**config.mk**
```make
export PLATFORM = sky130hd
export DESIGN_NAME = qpair_engine
export DESIGN_NICKNAME = d
export VERILOG_FILES = /design/src/core/qpair_pkg.sv /design/src/core/qpair_engine.sv /design/src/core/ring_ptr.sv
export SDC_FILE = /design/constraint.sdc
export NUM_CORES = 1
export LEC_CHECK = 0
export ABC_AREA = 1
export BUFFER_PORTS_ARGS = -buffer_cell sky130_fd_sc_hd__buf_2
export CAP_MARGIN = 25
export CELL_PAD_IN_SITES_DETAIL_PLACEMENT = 0
export CELL_PAD_IN_SITES_GLOBAL_PLACEMENT = 1
export CORE_MARGIN = 10
export CORE_UTILIZATION = 48
export DETAILED_ROUTE_END_ITERATION = 7
export HOLD_SLACK_MARGIN = 0.02
export PLACE_DENSITY = 0.84
export SYNTH_ARGS = -nofsm -noshare
export SYNTH_HDL_FRONTEND = slang
export SYNTH_HIERARCHICAL = 1
export SYNTH_SLANG_ARGS = --single-unit
export TNS_END_PERCENT = 100
```
**constraint.sdc**
```tcl
create_clock -name ref_clk_i -period 11 [get_ports ref_clk_i]
set_clock_uncertainty 0.15 [all_clocks]
set_input_delay 2.75 -clock ref_clk_i [delete_from_list [all_inputs] [get_ports ref_clk_i]]
set_output_delay 2.75 -clock ref_clk_i [all_outputs]
set_load 0.005 [all_outputs]
```
**src/core/qpair_pkg.sv**
```systemverilog
/*
  package for the queue-pair engine: register offsets, ring limits, entry layout.
  assumes a 32-bit AXI4-Lite register bus and a fetch/post memory port.
*/
package qpair_pkg;
  localparam int unsigned RING_CNT = 4;
  localparam int unsigned IDX_W = 16;
  localparam int unsigned ENTRY_BYTES = 64;
  localparam int unsigned IO_QUEUE_MAX = 65535;
  localparam int unsigned OUTSTANDING_MAX = 65536;
  localparam logic [31:0] ALL_NS_ID = 32'h0fff_ffff;
  localparam logic [11:0] SUB_TAIL_BASE = 12'h000;
  localparam logic [11:0] CPL_HEAD_BASE = 12'h040;
  localparam logic [11:0] SUB_SIZE_BASE = 12'h080;
  localparam logic [11:0] CPL_SIZE_BASE = 12'h0c0;
  localparam logic [11:0] SUB_MAP_BASE = 12'h100;
  localparam logic [11:0] CTRL_OFF = 12'h140;
  localparam logic [11:0] STATUS_OFF = 12'h144;
  localparam logic [11:0] SUB_HEAD_BASE = 12'h180;
  localparam logic [11:0] CPL_TAIL_BASE = 12'h1c0;
  localparam logic [1:0] RESP_OKAY = 2'b00;
  localparam logic [1:0] RESP_SLVERR = 2'b10;
  localparam int unsigned CTRL_EN_BIT = 0;
  localparam int unsigned CTRL_CHAIN_BIT = 1;
  localparam logic [1:0] DESC_PAGE = 2'd0;
  localparam logic [1:0] DESC_PAGE_LIST = 2'd1;
  localparam logic [1:0] DESC_SEG = 2'd2;
  localparam logic [1:0] DESC_SEG_NEXT = 2'd3;
endpackage : qpair_pkg

```
**src/core/qpair_engine.sv**
```systemverilog
/*
  queue-pair engine: tail doorbells, in-order fetch, completion posting with phase.
  assumes AXI4-Lite registers and a simple valid/ready fetch and post port;
  the memory side turns indices into 64-byte slot addresses.
*/
// Chosen here: the address map and the AXI4-Lite slave port.
// Behaviour
// host rings tail doorbell after new commands
// doorbell write replaces stored tail value
// fetch in ring order, execute any order
// one 64-byte command per slot
// two page pointers or one chain segment
// page pointer list followed when needed
// chain segments link to next segment
// completion tagged by ring and command id
// several submission rings share completion ring
// completion goes to associated completion ring
// host updates completion head after draining
// phase flag inverts on each wrap
// admin ring carries admin commands only
// admin rings paired one to one; other submission rings can also map to completion ring 0
// up to 65535 queues, 64K commands
// one write submits, no reads needed
// all-namespace id reports shared capabilities
// host picks one command set
// reserved bits read zero
// head index wraps after last slot
// never post into unreleased slot
`timescale 1ns/1ps
`default_nettype none
module qpair_engine #(
  parameter int unsigned RINGS = qpair_pkg::RING_CNT,
  parameter int unsigned IW = qpair_pkg::IDX_W
) (
  input wire logic ref_clk_i,
  input wire logic resetn_i,
  input wire logic [11:0] s_axi_awaddr,
  input wire logic s_axi_awvalid,
  output logic s_axi_awready,
  input wire logic [31:0] s_axi_wdata,
  input wire logic [3:0] s_axi_wstrb,
  input wire logic s_axi_wvalid,
  output logic s_axi_wready,
  output logic [1:0] s_axi_bresp,
  output logic s_axi_bvalid,
  input wire logic s_axi_bready,
  input wire logic [11:0] s_axi_araddr,
  input wire logic s_axi_arvalid,
  output logic s_axi_arready,
  output logic [31:0] s_axi_rdata,
  output logic [1:0] s_axi_rresp,
  output logic s_axi_rvalid,
  input wire logic s_axi_rready,
  output logic fetch_valid_o,
  input wire logic fetch_ready_i,
  output logic [7:0] fetch_ring_o,
  output logic [IW-1:0] fetch_slot_o,
  output logic fetch_chain_o,
  input wire logic done_valid_i,
  output logic done_ready_o,
  input wire logic [7:0] done_ring_i,
  input wire logic [15:0] done_cid_i,
  output logic post_valid_o,
  input wire logic post_ready_i,
  output logic [7:0] post_cring_o,
  output logic [IW-1:0] post_slot_o,
  output logic [15:0] post_sqid_o,
  output logic [15:0] post_cid_o,
  output logic [IW-1:0] post_sqhead_o,
  output logic post_phase_o
);
  import qpair_pkg::*;
  localparam int unsigned RW = $clog2(RINGS);
  logic [IW-1:0] sub_tail_q [RINGS];
  logic [IW-1:0] cpl_head_q [RINGS];
  logic [IW-1:0] sub_size_q [RINGS];
  logic [IW-1:0] cpl_size_q [RINGS];
  logic [RW-1:0] sub_map_q [RINGS];
  logic [1:0] ctrl_q;
  logic [IW-1:0] sub_head [RINGS];
  logic [IW-1:0] cpl_tail [RINGS];
  logic [RINGS-1:0] phase_q;
  logic [RINGS-1:0] sub_step, cpl_step, cpl_wrap;
  logic [RINGS-1:0] sub_pend;

  // write channel: address and data taken in either order
  logic aw_have_q, w_have_q;
  logic [11:0] aw_addr_q;
  logic [31:0] w_data_q;
  logic [3:0] w_strb_q;
  logic wr_fire;
  assign s_axi_awready = !aw_have_q && !s_axi_bvalid;
  assign s_axi_wready = !w_have_q && !s_axi_bvalid;
  assign wr_fire = aw_have_q && w_have_q && !s_axi_bvalid;
  always_ff @(posedge ref_clk_i or negedge resetn_i) begin
    if (!resetn_i) begin
      aw_have_q <= 1'b0;
      w_have_q <= 1'b0;
      aw_addr_q <= '0;
      w_data_q <= '0;
      w_strb_q <= '0;
    end else begin
      if (s_axi_awvalid && s_axi_awready) begin
        aw_have_q <= 1'b1;
        aw_addr_q <= s_axi_awaddr;
      end else if (wr_fire) begin
        aw_have_q <= 1'b0;
      end
      if (s_axi_wvalid && s_axi_wready) begin
        w_have_q <= 1'b1;
        w_data_q <= s_axi_wdata;
        w_strb_q <= s_axi_wstrb;
      end else if (wr_fire) begin
        w_have_q <= 1'b0;
      end
    end
  end

  logic [11:0] wr_off;
  logic [RW-1:0] wr_idx;
  logic [31:0] wr_val;
  logic wr_hit;
  assign wr_off = aw_addr_q & 12'hfc0;
  assign wr_idx = RW'(aw_addr_q[5:2]);
  assign wr_val = {{8{w_strb_q[3]}}, {8{w_strb_q[2]}}, {8{w_strb_q[1]}}, {8{w_strb_q[0]}}}
                  & w_data_q;
  assign wr_hit = (32'(aw_addr_q[5:2]) < RINGS) && (aw_addr_q[1:0] == 2'b00)
                  && (wr_off <= SUB_MAP_BASE);

  always_ff @(posedge ref_clk_i or negedge resetn_i) begin
    if (!resetn_i) begin
      s_axi_bvalid <= 1'b0;
      s_axi_bresp <= RESP_OKAY;
    end else if (wr_fire) begin
      s_axi_bvalid <= 1'b1;
      s_axi_bresp <= (wr_hit || aw_addr_q == CTRL_OFF) ? RESP_OKAY : RESP_SLVERR;
    end else if (s_axi_bready) begin
      s_axi_bvalid <= 1'b0;
    end
  end

  always_ff @(posedge ref_clk_i or negedge resetn_i) begin
    if (!resetn_i) begin
      ctrl_q <= '0;
    end else if (wr_fire && aw_addr_q == CTRL_OFF) begin
      ctrl_q <= wr_val[1:0];
    end
  end

  // per-ring state; a single doorbell write is all that submission needs
  for (genvar g = 0; g < RINGS; g++) begin : g_ring
    always_ff @(posedge ref_clk_i or negedge resetn_i) begin
      if (!resetn_i) begin
        sub_tail_q[g] <= '0;
        cpl_head_q[g] <= '0;
        sub_size_q[g] <= '0;
        cpl_size_q[g] <= '0;
        sub_map_q[g] <= (g == 0) ? '0 : RW'(g);
      end else if (wr_fire && wr_hit && wr_idx == RW'(g)) begin
        case (wr_off)
          SUB_TAIL_BASE: sub_tail_q[g] <= wr_val[IW-1:0];
          CPL_HEAD_BASE: cpl_head_q[g] <= wr_val[IW-1:0];
          SUB_SIZE_BASE: sub_size_q[g] <= wr_val[IW-1:0];
          CPL_SIZE_BASE: cpl_size_q[g] <= wr_val[IW-1:0];
          SUB_MAP_BASE: sub_map_q[g] <= (g == 0) ? '0 : wr_val[RW-1:0];
          default: ;
        endcase
      end
    end
    ring_ptr #(.W(IW)) u_sub_head (
      .ref_clk_i(ref_clk_i),
      .resetn_i(resetn_i),
      .clr_i(!ctrl_q[CTRL_EN_BIT]),
      .step_i(sub_step[g]),
      .size_i(sub_size_q[g]),
      .idx_o(sub_head[g]),
      .wrap_o()
    );
    ring_ptr #(.W(IW)) u_cpl_tail (
      .ref_clk_i(ref_clk_i),
      .resetn_i(resetn_i),
      .clr_i(!ctrl_q[CTRL_EN_BIT]),
      .step_i(cpl_step[g]),
      .size_i(cpl_size_q[g]),
      .idx_o(cpl_tail[g]),
      .wrap_o(cpl_wrap[g])
    );
    always_ff @(posedge ref_clk_i or negedge resetn_i) begin
      if (!resetn_i) begin
        phase_q[g] <= 1'b1;
      end else if (!ctrl_q[CTRL_EN_BIT]) begin
        phase_q[g] <= 1'b1;
      end else if (cpl_wrap[g]) begin
        phase_q[g] <= !phase_q[g];
      end
    end
    assign sub_pend[g] = ctrl_q[CTRL_EN_BIT] && (sub_head[g] != sub_tail_q[g]);
  end
  // fetch: lowest pending ring, one slot at a time, in slot order
  logic [RW-1:0] pick;
  logic pick_ok;
  always_comb begin
    pick = '0;
    pick_ok = 1'b0;
    for (int i = RINGS - 1; i >= 0; i--) begin
      if (sub_pend[i]) begin
        pick = RW'(i);
        pick_ok = 1'b1;
      end
    end
  end
  always_ff @(posedge ref_clk_i or negedge resetn_i) begin
    if (!resetn_i) begin
      fetch_valid_o <= 1'b0;
      fetch_ring_o <= '0;
      fetch_slot_o <= '0;
      fetch_chain_o <= 1'b0;
    end else if (!fetch_valid_o || fetch_ready_i) begin
      fetch_valid_o <= pick_ok && !(fetch_valid_o && fetch_ring_o == 8'(pick));
      fetch_ring_o <= 8'(pick);
      fetch_slot_o <= sub_head[pick];
      fetch_chain_o <= ctrl_q[CTRL_CHAIN_BIT];
    end
  end
  always_comb begin
    sub_step = '0;
    if (fetch_valid_o && fetch_ready_i) begin
      sub_step[fetch_ring_o[RW-1:0]] = 1'b1;
    end
  end

  // completion posting into the ring mapped from the source ring
  logic [RW-1:0] dst;
  logic room;
  assign dst = sub_map_q[done_ring_i[RW-1:0]];
  assign room = ((cpl_tail[dst] == cpl_size_q[dst]) ? '0 : cpl_tail[dst] + 1'b1)
                != cpl_head_q[dst];
  assign done_ready_o = ctrl_q[CTRL_EN_BIT] && room && !post_valid_o;
  always_ff @(posedge ref_clk_i or negedge resetn_i) begin
    if (!resetn_i) begin
      post_valid_o <= 1'b0;
      post_cring_o <= '0;
      post_slot_o <= '0;
      post_sqid_o <= '0;
      post_cid_o <= '0;
      post_sqhead_o <= '0;
      post_phase_o <= 1'b0;
    end else if (done_valid_i && done_ready_o) begin
      post_valid_o <= 1'b1;
      post_cring_o <= 8'(dst);
      post_slot_o <= cpl_tail[dst];
      post_sqid_o <= 16'(done_ring_i);
      post_cid_o <= done_cid_i;
      post_sqhead_o <= sub_head[done_ring_i[RW-1:0]];
      post_phase_o <= phase_q[dst];
    end else if (post_ready_i) begin
      post_valid_o <= 1'b0;
    end
  end
  always_comb begin
    cpl_step = '0;
    if (done_valid_i && done_ready_o) begin
      cpl_step[dst] = 1'b1;
    end
  end

  // read channel; unused and reserved bits read zero
  logic [11:0] ra_off;
  logic [RW-1:0] ra_idx;
  logic ra_in;
  logic [31:0] rd_val;
  assign ra_off = s_axi_araddr & 12'hfc0;
  assign ra_idx = RW'(s_axi_araddr[5:2]);
  assign ra_in = (32'(s_axi_araddr[5:2]) < RINGS) && (s_axi_araddr[1:0] == 2'b00) &&
    (ra_off <= SUB_MAP_BASE || ra_off == SUB_HEAD_BASE || ra_off == CPL_TAIL_BASE);
  assign s_axi_arready = !s_axi_rvalid;
  always_comb begin
    rd_val = '0;
    if (s_axi_araddr == CTRL_OFF) begin
      rd_val = 32'(ctrl_q);
    end else if (s_axi_araddr == STATUS_OFF) begin
      rd_val = {{(32 - RINGS){1'b0}}, sub_pend};
    end else if (ra_in) begin
      case (ra_off)
        SUB_TAIL_BASE: rd_val = 32'(sub_tail_q[ra_idx]);
        CPL_HEAD_BASE: rd_val = 32'(cpl_head_q[ra_idx]);
        SUB_SIZE_BASE: rd_val = 32'(sub_size_q[ra_idx]);
        CPL_SIZE_BASE: rd_val = 32'(cpl_size_q[ra_idx]);
        SUB_MAP_BASE: rd_val = 32'(sub_map_q[ra_idx]);
        SUB_HEAD_BASE: rd_val = 32'(sub_head[ra_idx]);
        CPL_TAIL_BASE: rd_val = {15'h0000, phase_q[ra_idx], 16'(cpl_tail[ra_idx])};
        default: rd_val = '0;
      endcase
    end
  end
  always_ff @(posedge ref_clk_i or negedge resetn_i) begin
    if (!resetn_i) begin
      s_axi_rvalid <= 1'b0;
      s_axi_rdata <= '0;
      s_axi_rresp <= RESP_OKAY;
    end else if (s_axi_arvalid && s_axi_arready) begin
      s_axi_rvalid <= 1'b1;
      s_axi_rdata <= rd_val;
      s_axi_rresp <= (ra_in || s_axi_araddr == CTRL_OFF || s_axi_araddr == STATUS_OFF)
                     ? RESP_OKAY : RESP_SLVERR;
    end else if (s_axi_rready) begin
      s_axi_rvalid <= 1'b0;
    end
  end

  chk_tail_update: assert property (@(posedge ref_clk_i) disable iff (!resetn_i)
    wr_fire && wr_hit && wr_off == SUB_TAIL_BASE |=> sub_tail_q[$past(wr_idx)] == $past(wr_val[IW-1:0]))
    else $error("tail not replaced");
  chk_post_phase: assert property (@(posedge ref_clk_i) disable iff (!resetn_i)
    done_valid_i && done_ready_o |=> post_phase_o == $past(phase_q[dst]))
    else $error("phase wrong");
  chk_post_room: assert property (@(posedge ref_clk_i) disable iff (!resetn_i)
    done_valid_i && done_ready_o && !wr_fire |=> cpl_tail[$past(dst)] != cpl_head_q[$past(dst)])
    else $error("posted into unreleased slot");
  chk_post_map: assert property (@(posedge ref_clk_i) disable iff (!resetn_i)
    done_valid_i && done_ready_o |=> post_cring_o == 8'($past(sub_map_q[done_ring_i[RW-1:0]])))
    else $error("wrong completion ring");
  chk_admin_pair: assert property (@(posedge ref_clk_i) disable iff (!resetn_i)
    sub_map_q[0] == '0)
    else $error("admin pairing broken");
  chk_post_hold: assert property (@(posedge ref_clk_i) disable iff (!resetn_i)
    post_valid_o && !post_ready_i |=> post_valid_o && $stable(post_cid_o) && $stable(post_sqid_o))
    else $error("post dropped");
  chk_fetch_order: assert property (@(posedge ref_clk_i) disable iff (!resetn_i)
    fetch_valid_o && fetch_ready_i |=> sub_head[$past(fetch_ring_o[RW-1:0])]
      == (($past(fetch_slot_o) == $past(sub_size_q[fetch_ring_o[RW-1:0]])) ? '0
          : $past(fetch_slot_o) + 1'b1))
    else $error("fetch order broken");
  chk_rsvd_zero: assert property (@(posedge ref_clk_i) disable iff (!resetn_i)
    s_axi_rvalid && s_axi_rresp == RESP_SLVERR |-> s_axi_rdata == '0)
    else $error("reserved read nonzero");
  cov_fetch: cover property (@(posedge ref_clk_i) fetch_valid_o && fetch_ready_i);
  cov_wrap: cover property (@(posedge ref_clk_i) |cpl_wrap);
  cov_full: cover property (@(posedge ref_clk_i) done_valid_i && !room);
endmodule : qpair_engine
`default_nettype wire

```
**src/core/ring_ptr.sv**
```systemverilog
/*
  one ring index with wrap at the ring's last slot.
  assumes size_i is the slot count minus one and stays stable while in use.
*/
`timescale 1ns/1ps
`default_nettype none
module ring_ptr #(
  parameter int unsigned W = 16
) (
  input wire logic ref_clk_i,
  input wire logic resetn_i,
  input wire logic clr_i,
  input wire logic step_i,
  input wire logic [W-1:0] size_i,
  output logic [W-1:0] idx_o,
  output logic wrap_o
);
  logic [W-1:0] idx_q;
  assign wrap_o = step_i && (idx_q == size_i);
  always_ff @(posedge ref_clk_i or negedge resetn_i) begin
    if (!resetn_i) begin
      idx_q <= '0;
    end else if (clr_i) begin
      idx_q <= '0;
    end else if (step_i) begin
      idx_q <= (idx_q == size_i) ? '0 : idx_q + 1'b1;
    end
  end
  assign idx_o = idx_q;
endmodule : ring_ptr
`default_nettype wire

```
==> summary.txt <==
Route
  – Drt total wl: 135.9 mm
  – Mean routed wirelength per cell: 22.74 um
  – Detailed-route via count: 33880
  – Antenna-violating nets left: 0
  – Vias/cell: 5.671
  – Remaining DRCs: 0
  – TritonRoute pass-1 iters: 8
  – 1st-iter DRT viols: 4876

Clock tree
  – # hold bufs at CTS: 0
  – CTS clock-pin slew for the worst setup and hold paths: 60 ps
  – Post-CTS Setup Bufs: 0
  – Post_cts resized: 0
  – Clock Sinks: 529
  – Clock Tree Buf Depth: 3
  – Clock buffer count from CTS: 66
  – H-tree levels: 3
  – Clock Latency Late Sink: around 620 ps
  – Clk Tree Root Cell: clkbuf_16
  – CTS tree: yes

Synthesis
  – Syn Inst Count: between 4000 and 5000
  – Synth Warn #: 6
  – Syn_area_per_cell: 6.810 um2
  – Synth Cell Area: roughly 33000 um2

Critical path
  – R2r worst-path depth: 32
  – Crit path buf inv count: 5
  – R2r setup slk: 4830 ps
  – Max Fanout on Critical Path: 76
  – Critical Path AT: 7100 ps
  – Kind of critical path: in2out
  – Critical path endpoint category: output pin
  – Worst R2R End: g_ring[3].u_cpl_tail/idx_o[10]
  – CP Launch Type: input pin
  – Slowest CP cell: buf_4
  – R2R Path Start: sub_map_q[0]
  – CP most frequent cell: nand2_1
  – Top Family by Delay on Critical Path: simple AND/OR/NAND/NOR gates
  – Slowest stage delay, CP: between 600 and 700 ps
  – Stages on worst setup path: 25
  – Required time worst endpoint: 8100 ps

Pwr
  – Total power: 5.147 mW
  – Pwr Density: 137.6 nW/um2
  – VDD IR max: 0.0002037 V
  – Static leakage: 17.80 nW

Final layout
  – Antenna Cells: 0
  – Commonest non-fill, non-tap cell in the layout: nand2_1
  – Layout cell share with drive strength beyond 1: approximately a tenth
  – NumNets Final: 5099
  – Most frequent cells in the layout: nand2_1 (1583), nor2_1 (566), dfrtp_1 (521), inv_1 (489), o21ai_0 (465)
  – Filler cells: between 6000 and 7000
  – P&R area growth vs syn: 12.16%
  – Final core utilization: 54.42%
  – Final std cells w/o fill: 5974

Timing
  – Worst slew pin tran: about 1100 ps
  – Slew headroom: around 27%
  – Tcrit/Tclk final: 90.94%
  – # setup viols final: 0
  – Final hold viol count: 0
  – Hold Slack: 312.5 ps
  – Shortest period the worst path allows: 10000 ps
  – Setup TNS: 0 ps
  – Max Freq: 0.09996 GHz
  – Max-slew violations: 0
  – RSZ-0062 raised after global routing: false

Floorplanning
  – Die footprint: 80390 um2
  – DIE HEIGHT: 283.5 um
  – IO Pins: 236
  – Core Box Area: a little under 70000 um2
  – Starting Density: about half
  – Chip width: 283.5 um
  – Rows: 96

Worst hold path
  – Hold depth: 2
  – WHS Endpoint: post_sqhead_o[1]
  – Worst hold path class: reg2reg
  – Worst hold start: post_sqhead_o[1]

Status
  – Status: finished clean

Global route
  – Total GRT Usage: 32.62%
  – Global-route wire length before repair: ~200 mm
  – Largest net degree at the start of global routing: approximately 160
  – Initial antenna violation count: 3
  – Global route overflow: 0
  – Vias in the first global route: 30390

Place
  – Post-DP HPWL: around 99 mm
  – Port Buf Inserts: 180
  – RD Place Congestion: 0.9868
  – Placed cells: 5852

Flow run
  – Max_cap viols: 0
## power breakdown
| group | internal, mW | switching [mW] |
|---|---|---|
| clock | 1.37 | 0.916 |
| sequential | 2.02 | 0.0476 |
| combinational | 0.187 | 0.611 |
## registers in the layout, indices dropped and copies added (netlist names), 2 cells and up
| register | cells |
|---|---|
| post_sqid_o | 8 |
| s_axi_rdata | 17 |
| post_cring_o | 2 |
| sub_size_q | 64 |
| cpl_head_q | 64 |
| sub_map_q | 6 |
| w_strb_q | 2 |
| phase_q | 4 |
| sub_tail_q | 64 |
| fetch_ring_o | 2 |
| ctrl_q | 2 |
| fetch_slot_o | 16 |
| g_ring.u_cpl_tail/idx_o | 64 |
| g_ring.u_sub_head/idx_o | 64 |
| post_slot_o | 16 |
| post_sqhead_o | 16 |
| post_cid_o | 16 |
| cpl_size_q | 64 |
| aw_addr_q | 12 |
| w_data_q | 16 |
## stage by stage
step	worst slack, ps	area [um2]
CTS	1131	37250
finish	996.2	37390
global route	767.8	37390
global placement	1150	34890
detailed placement	1135	35000
floorplan	2878	33470
## worst register-to-register path: cells and delay by family, from the launching register on
family / cells / cell delay [ps]
simple gates: 26 / 3760
buf+inv: 5 / 1670
flops: 1 / 370
compound gates: 1 / 140
## cell type report
type	count	area [um2]	share of cell area (%)
Inverter	519	1949	5.213
Sequential cell	529	13250	35.43
Clock inverter	22	281.5	0.7529
Multi-Input combinational cell	3614	17020	45.52
Timing Repair Buffer	266	1759	4.705
Clock buffer	93	1967	5.260
Tap cell	931	1165	3.115
## how the worst max path moves through the flow
stage | startpoint | endpoint | slack [ps]
after detailed placement | done_ring_i[1] | done_ready_o | 1140
after CTS | done_ring_i[1] | done_ready_o | 1130
final | done_ring_i[1] | done_ready_o | 1000
after floorplan | done_ring_i[0] | done_ready_o | 2880
after global routing | done_ring_i[1] | done_ready_o | 770
after global placement | done_ring_i[1] | done_ready_o | 1150
## metal layers
metal	track usage (%)	wire, um	share of wire, %	up-vias
met5	0	26	0.019	-
met2	44.87	54520	40	1842
li1	-	-	-	15890
met3	10.53	17760	13	221
met4	9.828	4281	3.2	4
met1	47.63	59290	44	15930
No activity file was read; power rests on OpenSTA's default activity.
